===== config.mk =====
export PLATFORM = sky130hd
export DESIGN_NAME = tses_core
export DESIGN_NICKNAME = d
export VERILOG_FILES = /design/src/shared/tses_pkg.sv /design/src/rtl/tses_core.sv
export SDC_FILE = /design/constraint.sdc
export NUM_CORES = 1
export LEC_CHECK = 0
export BUFFER_PORTS_ARGS = -buffer_cell sky130_fd_sc_hd__clkbuf_2
export CAP_MARGIN = 30
export CORE_MARGIN = 2
export CORE_UTILIZATION = 45
export DETAILED_ROUTE_END_ITERATION = 8
export GPL_ROUTABILITY_DRIVEN = 1
export REMOVE_ABC_BUFFERS = 1
export SYNTH_ARGS = -nofsm -noshare
export SYNTH_HDL_FRONTEND = slang
export SYNTH_SLANG_ARGS = --single-unit

===== constraint.sdc =====
create_clock -name clk_i -period 5.2 [get_ports clk_i]
set_clock_uncertainty 0.05 [all_clocks]
set_input_delay 1.04 -clock clk_i [delete_from_list [all_inputs] [get_ports clk_i]]
set_output_delay 1.04 -clock clk_i [all_outputs]
set_load 0.02 [all_outputs]

===== src/shared/tses_pkg.sv =====
// constants and types for the transfer switch event/status block
// assumes a 20 MHz system clock and codes held as 4-digit bcd
package tses_pkg;
  // clock and time base
  localparam int CLK_HZ = 20_000_000;
  localparam int QTR_MS = 250;
  localparam int QTR_CYCLES_DEF = CLK_HZ / 1000 * QTR_MS;
  localparam int QTR_PER_SEC = 4;
  // flash-out timing in quarter seconds
  localparam logic [3:0] PULSE_Q = 4'h1;
  localparam logic [3:0] DGAP_Q = 4'h4;
  localparam logic [3:0] RGAP_Q = 4'hC;
  // speed raise step carried by the message, in mHz
  localparam int SPEED_STEP_MHZ = 500;
  localparam int HIST_DEPTH_DEF = 50;
  // wishbone byte offsets
  localparam logic [7:0] REG_CTRL = 8'h00;
  localparam logic [7:0] REG_TIMER = 8'h04;
  localparam logic [7:0] REG_EVENTS = 8'h08;
  localparam logic [7:0] REG_SEQ = 8'h0C;
  localparam logic [7:0] REG_FAULT = 8'h10;
  localparam logic [7:0] REG_HIDX = 8'h14;
  localparam logic [7:0] REG_HDATA = 8'h18;
  // control register bits
  localparam int CTRL_W = 6;
  localparam logic [CTRL_W-1:0] CTRL_RST = 6'h00;
  localparam int C_UTG = 0;
  localparam int C_G2G = 1;
  localparam int C_ASYNC = 2;
  localparam int C_TEST = 3;
  localparam int C_TEST_S2 = 4;
  localparam int C_SYNC = 5;
  localparam int C_SPEED = 6;
  // delay timers, slot order matches their event bits
  localparam int TMR_N = 6;
  localparam int T_START_A = 0;
  localparam int T_COOL = 3;
  localparam logic [TMR_N-1:0][15:0] TMR_CODE = {16'h0116, 16'h0115,
    16'h0114, 16'h0113, 16'h0112, 16'h0109};
  // event vector bits
  localparam int EV_W = 17;
  localparam int E_S1CON = 0;
  localparam int E_S1AV = 1;
  localparam int E_S2CON = 2;
  localparam int E_S2AV = 3;
  localparam int E_TSA = 4;
  localparam int E_TSB = 5;
  localparam int E_TMR0 = 6;
  localparam int E_TRANSFER_PENDING_DELAY = 11;
  localparam int E_TEST = 12;
  localparam int E_SYNC = 13;
  localparam int E_INH = 14;
  localparam int E_SVC = 15;
  localparam int E_SPEED = 16;
  // display codes
  localparam logic [15:0] CODE_S1CON = 16'h0101;
  localparam logic [15:0] CODE_S2CON = 16'h0103;
  localparam logic [15:0] CODE_SYNC = 16'h0119;
  localparam logic [15:0] CODE_SPEED = 16'h0144;
  // acknowledge-required faults; index FLT_N in history queue is speed
  localparam int FLT_N = 4;
  localparam logic [FLT_N-1:0][15:0] FAULT_CODE = {16'h1121, 16'h1114,
    16'h1113, 16'h0441};
  // flash-out events, lowest code first
  localparam int FLASH_N = 2;
  localparam logic [FLASH_N-1:0][1:0] FLASH_BIT = {2'h3, 2'h0};
  localparam logic [FLASH_N-1:0][1:0] FLASH_TOP = {2'h3, 2'h2};
  // synchronised pin vector layout
  localparam int PIN_W = 20;
  localparam int P_S1 = 0;
  localparam int P_S2 = 5;
  localparam int P_S1POS = 10;
  localparam int P_S2POS = 11;
  localparam int P_SVC = 12;
  localparam int P_INH = 13;
  localparam int P_RST = 14;
  localparam int P_DONE = 15;
  localparam int P_FLT = 16;
  localparam int CHK_W = 5;
  typedef enum logic [2:0] {F_IDLE, F_ON, F_OFF, F_PAUSE, F_REST}
    tses_flash_type;
endpackage


===== src/rtl/tses_core.sv =====
// event and status logic of the transfer switch controller
// assumes pins are asynchronous, seq_out_i is on clk_i, wishbone classic
// How it works
// - each of eight sequencer outputs raises its own event on change.
// - sequencer events only in utility-to-genset mode.
// - service tool event follows the tool-present pin.
// - source one available when all five checks pass; led and relay.
// - source two available when all its checks pass; led and relay.
// - connected events follow position pins; led, relay, display.
// - speed request logged, raises 1/2 Hz, ends at transfer done.
// - sync event while pending; displayed only with active sync.
// - cool-down event only while that timer runs.
// - transfer pending event follows pretransfer output and timer.
// - retransfer delay event only while that timer runs.
// - start-A delay event while timer runs; start A after it.
// - forward transfer delay event only while that timer runs.
// - neutral hold event only while that timer runs.
// - display shows active delay code and remaining whole seconds.
// - test in progress lights test led and relay.
// - test start A also drives emergency start A.
// - test start B with start B only genset-to-genset, source two.
// - transfer inhibit event follows the inhibit pin.
// - acknowledge-required faults latch until panel reset.
// - flagged faults flash as numeric codes on status led.
// - digits flash with short gaps, longer gap before repeating.
// - heartbeat blinks at 1/2 Hz while nothing flashes.
// - acknowledged events go to a 50 entry history store.
//
// Design decisions made here: the Wishbone interface to the registers and the register addresses.
`timescale 1ns/1ns
module tses_core #(
  parameter int QTR_CYCLES = tses_pkg::QTR_CYCLES_DEF,
  parameter int HIST_DEPTH = tses_pkg::HIST_DEPTH_DEF
) (
  // system
  input wire logic clk_i,
  input wire logic rst_i,
  // wishbone classic slave
  input wire logic wb_cyc_i,
  input wire logic wb_stb_i,
  input wire logic wb_we_i,
  input wire logic [7:0] wb_adr_i,
  input wire logic [3:0] wb_sel_i,
  input wire logic [31:0] wb_dat_i,
  output logic [31:0] wb_dat_o,
  output logic wb_ack_o,
  // sensing and panel pins, asynchronous
  input wire logic [tses_pkg::CHK_W-1:0] s1_checks_ok_i,
  input wire logic [tses_pkg::CHK_W-1:0] s2_checks_ok_i,
  input wire logic s1_position_i,
  input wire logic s2_position_i,
  input wire logic service_tool_i,
  input wire logic transfer_inhibit_i,
  input wire logic panel_reset_i,
  input wire logic transfer_done_i,
  input wire logic [tses_pkg::FLT_N-1:0] fault_i,
  // load sequencer, same clock
  input wire logic [7:0] seq_out_i,
  // panel leds and relays
  output logic s1_conn_led_o,
  output logic s1_conn_relay_o,
  output logic s1_avail_led_o,
  output logic s1_avail_relay_o,
  output logic s2_conn_led_o,
  output logic s2_conn_relay_o,
  output logic s2_avail_led_o,
  output logic s2_avail_relay_o,
  output logic test_led_o,
  output logic test_relay_o,
  // generator and network controls
  output logic emerg_start_a_o,
  output logic emerg_start_b_o,
  output logic pretransfer_o,
  output logic speed_raise_o,
  output logic sync_enable_o,
  output logic [7:0] seq_event_o,
  // display and status led
  output logic [15:0] disp_code_o,
  output logic [7:0] disp_secs_o,
  output logic status_led_o
);
  import tses_pkg::*;

  localparam int PRE_W = $clog2(QTR_CYCLES);

  // refuse settings the counters cannot serve
  if (QTR_CYCLES < 2 || HIST_DEPTH < 1 || HIST_DEPTH > 63) begin : g_chk
    $error("tses_core: bad QTR_CYCLES or HIST_DEPTH");
  end

  typedef struct packed {
    logic [PIN_W-1:0] sy1;
    logic [PIN_W-1:0] sy2;
    logic [PIN_W-1:0] sy3;
    logic [PIN_W-1:0] pin;
    logic btn;
    logic done;
    logic [7:0] seq_q;
    logic [7:0] seq_chg;
    logic [7:0] seq_ev;
    logic [CTRL_W-1:0] ctrl;
    logic speed;
    logic [TMR_N-1:0][7:0] tmr;
    logic [PRE_W-1:0] pre;
    logic [1:0] qtr;
    logic hb;
    logic start_a;
    logic [FLT_N-1:0] latched;
    logic [FLT_N:0] to_hist;
    logic [HIST_DEPTH-1:0][15:0] hist;
    logic [5:0] hwr;
    logic [5:0] hcnt;
    logic [5:0] hidx;
    tses_flash_type fst;
    logic fsel;
    logic [1:0] dig;
    logic [3:0] cnt;
    logic [3:0] wt;
    logic led;
    logic [EV_W-1:0] ev;
    logic emerg_a;
    logic emerg_b;
    logic [15:0] dcode;
    logic [7:0] dsecs;
    logic ack;
    logic [31:0] dat;
  } tses_state_type;

  tses_state_type r;
  tses_state_type n;
  logic [PIN_W-1:0] pins;
  logic qtick;
  logic stick;
  logic qexp;
  logic btn_rise;
  logic done_rise;
  logic req;
  logic wr;
  logic [TMR_N-1:0] texp;
  logic [FLASH_N-1:0] fl;
  logic [15:0] fcode;
  logic [15:0] ncode;
  logic [FLT_N:0] pop;
  logic [15:0] hcode;
  logic [FLT_N:0] push_new;

  // pin gathering; all pass the three-stage synchroniser
  assign pins = {fault_i, transfer_done_i, panel_reset_i,
    transfer_inhibit_i, service_tool_i, s2_position_i, s1_position_i,
    s2_checks_ok_i, s1_checks_ok_i};

  always_comb begin
    n = r;
    // sync chain; a bit changes once stages two and three agree
    n.sy1 = pins;
    n.sy2 = r.sy1;
    n.sy3 = r.sy2;
    n.pin = (r.sy2 & r.sy3) | (r.pin & (r.sy2 ^ r.sy3));
    n.btn = r.pin[P_RST];
    n.done = r.pin[P_DONE];
    btn_rise = r.pin[P_RST] & ~r.btn;
    done_rise = r.pin[P_DONE] & ~r.done;

    // quarter-second and second ticks from one prescaler
    qtick = r.pre == PRE_W'(QTR_CYCLES - 1);
    n.pre = qtick ? '0 : r.pre + 1'b1;
    stick = qtick && r.qtr == 2'(QTR_PER_SEC - 1);
    if (qtick) begin
      n.qtr = r.qtr + 1'b1;
    end
    if (stick) begin
      n.hb = ~r.hb;
    end

    // delay timers count whole seconds down to idle
    for (int i = 0; i < TMR_N; i++) begin
      texp[i] = stick && r.tmr[i] == 8'h01;
      if (stick && r.tmr[i] != 8'h00) begin
        n.tmr[i] = r.tmr[i] - 1'b1;
      end
    end
    // start A once its delay runs out, dropped after cool-down
    if (texp[T_START_A]) begin
      n.start_a = 1'b1;
    end else if (texp[T_COOL]) begin
      n.start_a = 1'b0;
    end

    // sequencer changes; mode gate stops them outside utility-to-genset
    n.seq_q = seq_out_i;
    n.seq_ev = (seq_out_i ^ r.seq_q) & {8{r.ctrl[C_UTG]}};
    n.seq_chg = r.seq_chg | n.seq_ev;

    // faults latch; a fault still present survives the reset press
    n.latched = (r.latched & ~{FLT_N{btn_rise}})
      | r.pin[P_FLT +: FLT_N];
    // only faults the press really clears move on to history
    push_new = {1'b0, r.latched & ~r.pin[P_FLT +: FLT_N]
      & {FLT_N{btn_rise}}};

    // speed request ends at transfer done
    if (done_rise) begin
      n.speed = 1'b0;
    end

    // wishbone: ack one cycle after the strobe, dropped the next
    req = wb_cyc_i && wb_stb_i && !r.ack;
    wr = req && wb_we_i;
    n.ack = req;
    n.dat = 32'h0000_0000;
    if (req && !wb_we_i) begin
      case (wb_adr_i)
        REG_CTRL: n.dat = {25'h0, r.speed, r.ctrl};
        REG_EVENTS: n.dat = {15'h0, r.ev};
        REG_SEQ: n.dat = {24'h0, r.seq_chg};
        REG_FAULT: n.dat = {28'h0, r.latched};
        REG_HIDX: n.dat = {16'h0, 2'h0, r.hcnt, 2'h0, r.hwr};
        REG_HDATA: begin
          if (r.hidx < 6'(HIST_DEPTH)) begin
            n.dat = {16'h0, r.hist[r.hidx]};
          end
        end
        default: n.dat = 32'h0000_0000;
      endcase
    end
    if (wr && wb_sel_i[0]) begin
      case (wb_adr_i)
        REG_CTRL: begin
          n.ctrl = wb_dat_i[CTRL_W-1:0];
          if (wb_dat_i[C_SPEED]) begin
            n.speed = 1'b1;
            push_new[FLT_N] = 1'b1;
          end
        end
        REG_TIMER: begin
          // both low lanes needed: slot and seconds arrive together
          if (wb_sel_i[1] && wb_dat_i[2:0] < 3'(TMR_N)) begin
            n.tmr[wb_dat_i[2:0]] = wb_dat_i[15:8];
          end
        end
        // write one to clear, a change in the same cycle still sets
        REG_SEQ: n.seq_chg = (r.seq_chg & ~wb_dat_i[7:0]) | n.seq_ev;
        REG_HIDX: n.hidx = wb_dat_i[5:0];
        default: ;
      endcase
    end

    // history: one queued code moves in per cycle, oldest overwritten
    pop = '0;
    for (int i = FLT_N; i >= 0; i--) begin
      if (r.to_hist[i]) begin
        pop = '0;
        pop[i] = 1'b1;
      end
    end
    hcode = pop[FLT_N] ? CODE_SPEED : 16'h0000;
    for (int i = 0; i < FLT_N; i++) begin
      if (pop[i]) begin
        hcode = FAULT_CODE[i];
      end
    end
    if (|pop) begin
      n.hist[r.hwr] = hcode;
      n.hwr = (r.hwr == 6'(HIST_DEPTH - 1)) ? 6'h00 : r.hwr + 1'b1;
      if (r.hcnt != 6'(HIST_DEPTH)) begin
        n.hcnt = r.hcnt + 1'b1;
      end
    end
    n.to_hist = (r.to_hist & ~pop) | push_new;

    // event vector, one cycle behind the synchronised pins
    n.ev[E_S1CON] = r.pin[P_S1POS];
    n.ev[E_S2CON] = r.pin[P_S2POS];
    n.ev[E_S1AV] = &r.pin[P_S1 +: CHK_W];
    n.ev[E_S2AV] = &r.pin[P_S2 +: CHK_W];
    n.ev[E_TEST] = r.ctrl[C_TEST];
    n.ev[E_TSA] = r.ctrl[C_TEST];
    n.ev[E_TSB] = r.ctrl[C_TEST] & r.ctrl[C_G2G]
      & r.ctrl[C_TEST_S2];
    for (int i = 0; i < TMR_N; i++) begin
      n.ev[E_TMR0 + i] = r.tmr[i] != 8'h00;
    end
    n.ev[E_SYNC] = r.ctrl[C_SYNC];
    n.ev[E_INH] = r.pin[P_INH];
    n.ev[E_SVC] = r.pin[P_SVC];
    n.ev[E_SPEED] = r.speed;
    n.emerg_a = r.ctrl[C_TEST] | r.start_a;
    n.emerg_b = r.ev[E_TSB];

    // display: lowest running delay wins, then sync, then position
    n.dcode = 16'h0000;
    n.dsecs = 8'h00;
    if (r.ev[E_S2CON]) begin
      n.dcode = CODE_S2CON;
    end
    if (r.ev[E_S1CON]) begin
      n.dcode = CODE_S1CON;
    end
    if (r.ev[E_SYNC] && r.ctrl[C_ASYNC]) begin
      n.dcode = CODE_SYNC;
    end
    for (int i = TMR_N - 1; i >= 0; i--) begin
      if (r.tmr[i] != 8'h00) begin
        n.dcode = TMR_CODE[i];
        n.dsecs = r.tmr[i];
      end
    end

    // flash-out of latched flagged faults
    for (int k = 0; k < FLASH_N; k++) begin
      fl[k] = r.latched[FLASH_BIT[k]];
    end
    fcode = FAULT_CODE[FLASH_BIT[r.fsel]];
    ncode = FAULT_CODE[FLASH_BIT[!fl[0]]];
    qexp = qtick && r.wt == 4'h0;
    if (qtick && r.wt != 4'h0) begin
      n.wt = r.wt - 1'b1;
    end
    case (r.fst)
      F_IDLE: begin
        n.led = r.hb;
        if (|fl) begin
          n.fsel = !fl[0];
          n.dig = FLASH_TOP[!fl[0]];
          n.cnt = ncode[{FLASH_TOP[!fl[0]], 2'b00} +: 4];
          n.wt = PULSE_Q;
          n.led = 1'b1;
          n.fst = F_ON;
        end
      end
      F_ON: begin
        if (qexp) begin
          n.led = 1'b0;
          n.wt = PULSE_Q;
          n.fst = F_OFF;
        end
      end
      F_OFF: begin
        if (qexp) begin
          if (r.cnt > 4'h1) begin
            n.cnt = r.cnt - 1'b1;
            n.led = 1'b1;
            n.wt = PULSE_Q;
            n.fst = F_ON;
          end else if (r.dig != 2'h0) begin
            n.dig = r.dig - 1'b1;
            n.cnt = fcode[{r.dig - 1'b1, 2'b00} +: 4];
            n.wt = DGAP_Q;
            n.fst = F_PAUSE;
          end else begin
            n.wt = RGAP_Q;
            n.fst = F_REST;
          end
        end
      end
      F_PAUSE: begin
        if (qexp) begin
          n.led = 1'b1;
          n.wt = PULSE_Q;
          n.fst = F_ON;
        end
      end
      F_REST: begin
        if (qexp) begin
          n.fst = F_IDLE;
        end
      end
      default: n.fst = F_IDLE;
    endcase
    // acknowledged code stops at once, next one picked from idle
    if (r.fst != F_IDLE && !fl[r.fsel]) begin
      n.fst = F_IDLE;
      n.led = 1'b0;
    end
  end

  // single state register
  always_ff @(posedge clk_i) begin
    if (rst_i) begin
      r <= '0;
      r.ctrl <= CTRL_RST;
      r.fst <= F_IDLE;
    end else begin
      r <= n;
    end
  end

  // outputs straight from state
  assign wb_dat_o = r.dat;
  assign wb_ack_o = r.ack;
  assign s1_conn_led_o = r.ev[E_S1CON];
  assign s1_conn_relay_o = r.ev[E_S1CON];
  assign s1_avail_led_o = r.ev[E_S1AV];
  assign s1_avail_relay_o = r.ev[E_S1AV];
  assign s2_conn_led_o = r.ev[E_S2CON];
  assign s2_conn_relay_o = r.ev[E_S2CON];
  assign s2_avail_led_o = r.ev[E_S2AV];
  assign s2_avail_relay_o = r.ev[E_S2AV];
  assign test_led_o = r.ev[E_TEST];
  assign test_relay_o = r.ev[E_TEST];
  assign emerg_start_a_o = r.emerg_a;
  assign emerg_start_b_o = r.emerg_b;
  assign pretransfer_o = r.ev[E_TRANSFER_PENDING_DELAY];
  assign speed_raise_o = r.ev[E_SPEED];
  assign sync_enable_o = r.ev[E_SYNC];
  assign seq_event_o = r.seq_ev;
  assign disp_code_o = r.dcode;
  assign disp_secs_o = r.dsecs;
  assign status_led_o = r.led;
endmodule // tses_core


==> flow_metrics.tcl, run 1 <==
set metrics [dict create \
    status "finished clean" \
    dpl-instance-area_um2 32380 \
    fin_util_pct 50.19 \
    dieArea_um2 72270 \
    hold_path.class "register to register" \
    antenna_found_initial 5 \
    cts_resized 0 \
    synthAdderAreaFrac_pct 1.665 \
    synth_top_area_share_pct 46.30 \
    antenna_left 0 \
    vias_per_cell 5.672 \
    drive_above_1_share_pct 12.65 \
    synth_common_cells "730 x dfxtp_1, 682 x nand2_1, 405 x a21oi_1" \
    place_hpwl_um 61460 \
    synth-xor-area-share_pct 2.331 \
    worst-path-buf-inv 0 \
    wl_um 92460 \
    drt_iter0_markers 2396 \
    hold_start "n[1066]" \
    drc 0 \
    multi_input_area_um2 15460 \
    tightest_slew_ns 1.117 \
    rsz0062_at_grt "no" \
    clockRootBuffer "clkbuf_16" \
    crit_start "r[909]" \
    period_needed_ns 3.455 \
    end_kind "register" \
    slew_headroom_pct 25.47 \
    synthTopCellsByArea "dfxtp_1 46%, nand2_1 8.1%, mux4_2 6.6%" \
    leakage_nw 13.17 \
    powerDensity_nw_per_um2 326.9 \
    dr.pass1.iters 6 \
    synth_most_common_cell "dfxtp_1" \
    vias 25430 \
    cts_sinks 730 \
    crit_arrival_ns 3.92 \
    async_flop_share_pct 0 \
    critical_path_class "register to register" \
    fillCellCount 6611 \
    finalHoldViolations 0 \
    cts_buffers 80 \
    yosysWarnings 0 \
    finalPower_mw 11.45 \
    synth_top_family_by_area "simple AND/OR/NAND/NOR gates" \
    tritoncts "yes" \
    synth_compound_area_share_pct 15.70 \
    synth_mux_area_share_pct 9.653 \
    whs_ns 0.3798 \
    clk_path_buf_depth 3 \
    start_kind "register" \
    max_stage_delay_ns 0.92 \
    fin_crit_sh_pct 66.45 \
    synth_edf_count 0 \
    fin_nets 3599 \
    start_util_pct 45.23 \
    fin_cells 4483 \
    slew_viol_final 0 \
    wl_per_cell_um 20.62 \
    critPathMaxFanout 48 \
    final-setup-viol-count 0 \
    grt_pass1_wl_um 141400 \
    finish.instance_area_um2 35030 \
    post-place-cells 4334 \
    regArea_um2 14630 \
    htreeDepth 3 \
    fp.dieH_um 268.8 \
    synthDistinctLibCells 75 \
    slowest_stage "nor2_1" \
    r2r_start "r[909]" \
    cap_viol_max_count 0 \
    synth_top_area_cell "dfxtp_1" \
    syn_area_um2 31560 \
    synth-seq-area-share_pct 46.30 \
    avgSynthCellArea_um2 8.969 \
    port_buffers 114 \
    core-area_um2 69790 \
    hold_buffers 0 \
    cp.required_ns 5.67 \
    grt_remaining_overflow 0 \
    post_cts_buffers 0 \
    ys_ff_latch 730 \
    synthToLayoutAreaGrowth_pct 10.99 \
    fmax_mhz 289.4 \
    grt_pass1_vias 23570 \
    clock_latency_ns 0.63 \
    place_congestion 0.8937 \
    worstPathCellList "nor4_1, a21oi_1, nand3_1, nor2_1, nand2_1, o211a_1" \
    track_usage_pct 25.47 \
    yosys.area_share.simple_pct 19.09 \
    clk_pin_slew_ns 0.06 \
    path_delay_family "simple AND/OR/NAND/NOR gates" \
    ioPinCount 158 \
    vdd_drop_max_mv 0.2774 \
    row_count 97 \
    die_w_um 268.8 \
    postSynthCellCount 3519 \
    synth_flop_cell "dfxtp_1" \
    grt_start_max_net_pins 151 \
]
[layer usage]
layer / wire (µm) / global-route usage, % / vias up
li1: - / - / 12140
met1: 41940 / 36.22 / 12180
met2: 40190 / 37.99 / 933
met5: 57 / 0 / -
met3: 7412 / 5.479 / 169
met4: 2859 / 9.264 / 8
[sequential cells by signal, summed over array words and instances (netlist names), 2 cells and up]
register     flops
disp_secs_o      8
seq_event_o      8
disp_code_o      6
fl               2
r              627
n               50
wb_dat_o        17
[logic make-up (layout without fill, tap and decap cells)]
group	after synthesis	after routing
mux	189	189
flops	730	730
xor+xnor	84	84
compound gates	767	767
other cells	1	26
simple gates	1358	1358
buf+inv	348	347
fa+ha+maj	42	42
[final cells by class]
class                      count  share of cell area (%)
multi-input combinational   2465                   44.13
clock buffer                 118                   6.822
clock inverter                26                  0.6108
tap                          940                   3.358
timing repair buffer         159                   2.829
inverter                      44                  0.4786
sequential                   730                   41.76
antenna                        1                0.007144
[power breakdown]
part / switching [mW] / internal, mW / total, mW
clock network: 2.32 / 3.29 / 5.61
registers: 0.0103 / 5.62 / 5.63
logic: 0.164 / 0.0551 / 0.219
total: 2.49 / 8.96 / 11.5
[cells in the final DEF, fill, tap and decap left out, drive strengths merged, types with 6 or more instances in the layout]
cell type	count
or2	10
buf	46
nor3	47
a31oi	8
a211oi	82
o221ai	9
clkbuf	231
a31o	8
o211a	95
dfxtp	730
xnor2	37
nand4	26
xor2	47
o22ai	12
nand3	73
and2	13
a22oi	28
ha	42
nand2b	14
nor3b	6
a21oi	405
nor4	22
nand2	682
mux2i	94
o21ai	73
and3	18
nor4b	8
clkinv	21
nor2b	93
and4	6
inv	44
o32ai	6
conb	25
mux4	92
a221oi	7
or3	10
nor2	308
[through the flow]
stage	setup TNS, ns	setup WS [ns]
after global routing	0	1.693
after floorplan	-54.95	-1.584
after detailed placement	0	1.553
after CTS	0	1.834
after global placement	0	1.583
final	0	1.745
[path summary, 6_finish.rpt]
kind         slack (ns)  cells after the start       to
min                0.38                      1  n[1046]
min reg2reg        0.38                      1  n[1046]
max                1.74                      6   r[297]
max reg2reg        1.74                      6   r[297]
Power figures use the tool's default switching activity.
==> inputs of run 2 (changes only) <==
==> constraint.sdc (replaced) <==
create_clock -name clk_i -period 2.8 [get_ports clk_i]
set_clock_uncertainty 0.05 [all_clocks]
set_input_delay 0.56 -clock clk_i [delete_from_list [all_inputs] [get_ports clk_i]]
set_output_delay 0.56 -clock clk_i [all_outputs]
set_load 0.02 [all_outputs]
==> run 2 against run 1 <==
Compared with the run above:
- die area unchanged
- clock power up 87%
- global-route usage about the same
- critical path type unchanged
- largest cell class unchanged
==> flow_metrics.tcl, run 2 (synthesis gave the netlist of run 1 again) <==
set metrics [dict create \
    tightest_slew_ns 1.074 \
    clk_pin_slew_ns 0.06 \
    track_usage_pct 25.46 \
    p_comb_share_pct 2.0 \
    leakage_nw 13.63 \
    largest_reg_flops 627 \
    rsz0062_at_grt "no" \
    core-area_um2 69790 \
    synthToLayoutAreaGrowth_pct 13.32 \
    final-setup-viol-count 0 \
    top_register "r" \
    cp.required_ns 3.24 \
    drc 0 \
    post-place-cells 4421 \
    clock_latency_ns 0.63 \
    layout_commonest_cell "dfxtp_1" \
    clockPowerShare_pct 49.1 \
    antenna_found_initial 8 \
    cts_sinks 730 \
    cts_buffers 80 \
    row_count 97 \
    route.met2.wl_um 40060 \
    hold_path.class "input port to register" \
    dr.pass1.iters 5 \
    grt_pass1_wl_um 142000 \
    tritoncts "yes" \
    drt_iter0_markers 2292 \
    grt_start_max_net_pins 220 \
    place_hpwl_um 63740 \
    die_w_um 268.8 \
    finalHoldViolations 0 \
    vdd_drop_max_mv 0.4581 \
    slew_headroom_pct 28.10 \
    powerDensity_nw_per_um2 597.7 \
    crit_arrival_ns 3.18 \
    grt_remaining_overflow 0 \
    intPower_mw 16.74 \
    fin_cells 4561 \
    fin_crit_sh_pct 97.70 \
    critPathMaxFanout 17 \
    end_kind "register" \
    start_util_pct 45.23 \
    seqPwrFrac_pct 48.9 \
    worst-path-buf-inv 2 \
    fin_util_pct 51.25 \
    drive_above_1_share_pct 14.54 \
    dieArea_um2 72270 \
    vias_per_cell 5.648 \
    grt_pass1_vias 23960 \
    period_needed_ns 2.736 \
    ioPinCount 158 \
    vias 25760 \
    fp.dieH_um 268.8 \
    top_layer_used "met5" \
    place_congestion 0.9243 \
    wl_per_cell_um 20.46 \
    port_buffers 114 \
    slew_viol_final 0 \
    fmax_mhz 365.5 \
    fillCellCount 6478 \
    fin_nets 3682 \
    wl_um 93310 \
    switching_share_pct 21.70 \
    path_delay_family "compound AO/OA/AOI/OAI gates" \
    clockRootBuffer "clkbuf_16" \
    critical_path_class "register to register" \
    wl_met1_um 42770 \
    switchingPower_mw 4.639 \
    max_stage_delay_ns 0.55 \
    htreeDepth 3 \
    dr_wl_met3_um 6784 \
    start_kind "register" \
    antenna_left 0 \
    status "finished clean" \
    slowest_stage "dfxtp_4" \
    layout_common_cells "726 x dfxtp_1, 682 x nand2_1, 404 x a21oi_1, 306 x nor2_1" \
    clk_path_buf_depth 3 \
    cap_viol_max_count 0 \
    worstPathCellList "buf_12, buf_4, mux4_2, o221ai_1, o311ai_0, a22oi_1, o32ai_1" \
]
run 2: cell types whose count changed in the layout (fill, tap and decap cells not counted), sizes merged:
cell      before  now
buf           46  129
clkbuf       231  225
clkinv        21   18
diode          1    4
bufinv         2    4
clkinvlp       3    2
run 2: cell type report:
| type | instances | area (µm²) | area share, % |
|---|---|---|---|
| clock buffers | 112 | 2346 | 6.559 |
| diodes | 4 | 10.01 | 0.02799 |
| inverters | 44 | 167.7 | 0.4688 |
| repair buffers | 242 | 1729 | 4.835 |
| well taps | 940 | 1176 | 3.288 |
| clock inverters | 24 | 256.5 | 0.7172 |
| flip-flops and latches | 730 | 14630 | 40.90 |
| multi-input cells | 2465 | 15450 | 43.20 |
run 2: timing repair:
action / CTS / global route
pin swaps: 0 / 0
setup endpoints to repair: 1 / 17
hold buffers: 0 / 0
setup buffers: 0 / 0
gates cloned: 0 / 0
gates resized for setup: 1 / 2
run 2: final timing paths:
kind / to / start / depth (start not counted) / slack [ns]
worst max register to register: wb_dat_o[6] / r[91] / 7 / 0.06
worst max-delay path: wb_dat_o[6] / r[91] / 7 / 0.06
worst min register to register: n[1061] / n[1081] / 1 / 0.38
worst min-delay path: n[1083] / fault_i[1] / 2 / 0.09
run 2: per-stage QoR:
stage                     hold slack, ns  setup WS [ns]   TNS, ns  power, mW  cell area [µm²]
after floorplan                   0.3638         -3.984   -697.51      10.82            30160
after global placement            0.3661       -0.07597  -0.07597      11.10            33130
after detailed placement          0.3718       -0.02832  -0.03611      11.10            33140
after CTS                        0.05326        0.05243         0      21.56            35740
after global routing             0.08196       0.007010         0      22.03            35760
final                            0.08866        0.06428         0      21.38            35770
run 2: power groups by stage:
| stage | registers [mW] | logic (mW) | clock network, mW |
|---|---|---|---|
| finish | 10.4 | 0.423 | 10.5 |
| global route | 10.4 | 0.457 | 11.1 |
| CTS | 10.4 | 0.422 | 10.7 |
| global placement | 10.7 | 0.422 | 0 |
| floorplan | 10.7 | 0.139 | 0 |
| detailed placement | 10.7 | 0.421 | 0 |
run 2: metal layers:
layer | up-vias | GRT usage, %
li1 | 12300 | -
met1 | 12360 | 36.36
met2 | 875 | 37.62
met3 | 221 | 4.868
met4 | 10 | 10.60
met5 | - | 0
==> inputs of run 3 (changes only) <==
--- a/config.mk
+++ b/config.mk
@@ -7,10 +7,13 @@
 export LEC_CHECK = 0
 export BUFFER_PORTS_ARGS = -buffer_cell sky130_fd_sc_hd__clkbuf_2
 export CAP_MARGIN = 30
+export CELL_PAD_IN_SITES_DETAIL_PLACEMENT = 2
+export CELL_PAD_IN_SITES_GLOBAL_PLACEMENT = 2
 export CORE_MARGIN = 2
-export CORE_UTILIZATION = 45
+export CORE_UTILIZATION = 35
 export DETAILED_ROUTE_END_ITERATION = 8
 export GPL_ROUTABILITY_DRIVEN = 1
+export PLACE_DENSITY_LB_ADDON = 0.1
 export REMOVE_ABC_BUFFERS = 1
 export SYNTH_ARGS = -nofsm -noshare
 export SYNTH_HDL_FRONTEND = slang
==> run 3 against run 2 <==
Compared with the run above:
- die area up 28%
- fmax up 0.58%
- worst hold slack worse by 0.032 ns
- sequential power about the same
- cell area up 2.0%
- sequential cell count unchanged
- register-to-register slack better by 0.02 ns
- non-clock buffer count down 4
- worst setup slack better by 0.016 ns
- sequential share of layout area down 0.81 points
- first-iteration DRC count down 32%
- final cell count up 5.4%
- critical path type unchanged
- largest cell class unchanged
==> flow_metrics.tcl, run 3 (synthesis gave the netlist of run 1 again) <==
set metrics [dict create \
    status "finished clean" \
    hold_path.class "input port to register" \
    seqPwrFrac_pct 46.2 \
    end_kind "register" \
    fp.dieH_um 304.3 \
    clockPowerShare_pct 51.8 \
    grt_remaining_overflow 0 \
    tightest_slew_ns 1.104 \
    drive_above_1_share_pct 15.15 \
    vias_per_cell 5.595 \
    fin_nets 3684 \
    whs_ns 0.05646 \
    layout_commonest_cell "dfxtp_1" \
    r2r_cells 6 \
    tritoncts "yes" \
    clk_pin_slew_ns 0.06 \
    holdPathStages 2 \
    critPathMaxFanout 12 \
    die_w_um 304.3 \
    path_common_cell "nand2_1" \
    worst-path-buf-inv 1 \
    start_kind "register" \
    drt_iter0_markers 1568 \
    reg2reg_setup_slack_ns 0.08 \
    clk_path_buf_depth 3 \
    place_hpwl_um 84620 \
    layout_common_cells "726 x dfxtp_1, 682 x nand2_1, 404 x a21oi_1, 290 x nor2_1, 113 x clkbuf_2" \
    rsz0062_at_grt "no" \
    antenna_left 0 \
    max_stage_delay_ns 0.87 \
    post_cts_buffers 0 \
    cts_buffers 86 \
    track_usage_pct 25.74 \
    dieArea_um2 92590 \
    switching_share_pct 22.04 \
    hold_buffers 0 \
    leakage_nw 13.79 \
    ioPinCount 158 \
    p_comb_share_pct 2.0 \
    cp.required_ns 3.25 \
    hold_start "s2_checks_ok_i[0]" \
    switchingPower_mw 4.989 \
    wl_per_cell_um 25.11 \
    row_count 110 \
    cap_viol_max_count 0 \
    drc 0 \
    intPower_mw 17.65 \
    r2r_start "r[103]" \
    htreeDepth 3 \
    wl_um 120700 \
    synthToLayoutAreaGrowth_pct 15.60 \
    vdd_drop_max_mv 0.4646 \
    fmax_mhz 367.7 \
    clockRootBuffer "clkbuf_16" \
    slew_viol_final 0 \
    grt_start_max_net_pins 116 \
    antenna_found_initial 9 \
    place_congestion 0.8870 \
    worstPathCellList "nand2_1, nor3_1, buf_4, nand2_1, nand2_1, a21oi_1" \
    fin_crit_sh_pct 97.14 \
    grt_pass1_wl_um 184100 \
    critical_path_class "register to register" \
    slew_headroom_pct 25.82 \
    crit_arrival_ns 3.17 \
    whs_endpoint "n[1071]" \
    powerDensity_nw_per_um2 620.4 \
    cts_sinks 730 \
    slowest_stage "nor3_1" \
    period_needed_ns 2.720 \
    grt_pass1_vias 29550 \
    finalPower_mw 22.64 \
    top_register "r" \
    port_buffers 114 \
    path_delay_family "simple AND/OR/NAND/NOR gates" \
    core-area_um2 89740 \
    dr.pass1.iters 5 \
    largest_reg_flops 627 \
    clock_latency_ns 0.66 \
    vias 26900 \
    worst_r2r_endpoint "r[258]" \
    final-setup-viol-count 0 \
    finalHoldViolations 0 \
    fin_util_pct 40.66 \
    start_util_pct 35.17 \
]
[run 3: cell types whose count changed in the layout (fill, tap and decap cells not counted), moves of 6 or more]
| cell | delta |
|---|---|
| clkbuf_8 | +16 |
| nor2_1 | -16 |
| nor2_2 | +16 |
| buf_4 | -12 |
| buf_12 | +7 |
| clkinv_2 | -7 |
| clkbuf_16 | +6 |
[run 3: stage by stage]
stage / instance area, µm² / instances / setup slack [ns] / TNS (ns)
6_report: 36490 / 4807 / 0.08007 / 0
5_1_grt: 36490 / 4807 / 0.005256 / 0
4_1_cts: 36440 / 4805 / 0.05375 / 0
3_5_place_dp: 33480 / 4652 / -0.01531 / -0.01715
3_3_place_gp: 33460 / 4649 / 0.02511 / 0
2_1_floorplan: 30160 / 3239 / -3.984 / -697.51
[run 3: power groups by stage]
stage               registers [mW]  logic [mW]  clock network [mW]
finish                        10.5       0.449                11.7
global route                  10.5       0.488                12.5
CTS                           10.5       0.453                12.0
detailed placement            10.7       0.451                   0
global placement              10.7       0.435                   0
floorplan                     10.7       0.139                   0
[run 3: cell type report]
type / count / area [µm²]
Antenna cell: 1 / 2.502
Clock buffer: 138 / 2731
Clock inverter: 15 / 215.2
Fill cell: 9748 / 53250
Inverter: 44 / 167.7
Multi-Input combinational cell: 2465 / 15480
Sequential cell: 730 / 14630
Tap cell: 1176 / 1471
Timing Repair Buffer: 238 / 1784
[run 3: routing by layer]
layer,share of wire (%),vias to the layer above,global-route usage (%)
met5,0.062,-,0
met4,3.4,14,9.544
met3,4.1,211,3.635
met2,48,556,44.07
met1,44,13840,32.92
li1,-,12270,-
[run 3: worst reg2reg max path, cell delays in order (launching register included)]
cell and delay [ns]:
dfxtp_1 0.66, nand2_1 0.16, nor3_1 0.87, buf_4 0.30
nand2_1 0.26, nand2_1 0.17, a21oi_1 0.09
[run 3: how the worst max path moves through the flow]
| stage | cells after the start | startpoint | endpoint |
|---|---|---|---|
| after floorplan | 6 | r[91] | wb_dat_o[8] |
| after global placement | 8 | wb_adr_i[1] | r[982] |
| after detailed placement | 7 | r[910] | r[253] |
| after CTS | 7 | r[910] | r[517] |
| after global routing | 7 | r[913] | r[253] |
| final | 6 | r[103] | r[258] |
[run 3: repair_timing]
action,CTS,global route
gates cloned,0,0
gates resized for setup,4,13
endpoints found under the setup margin,17,43
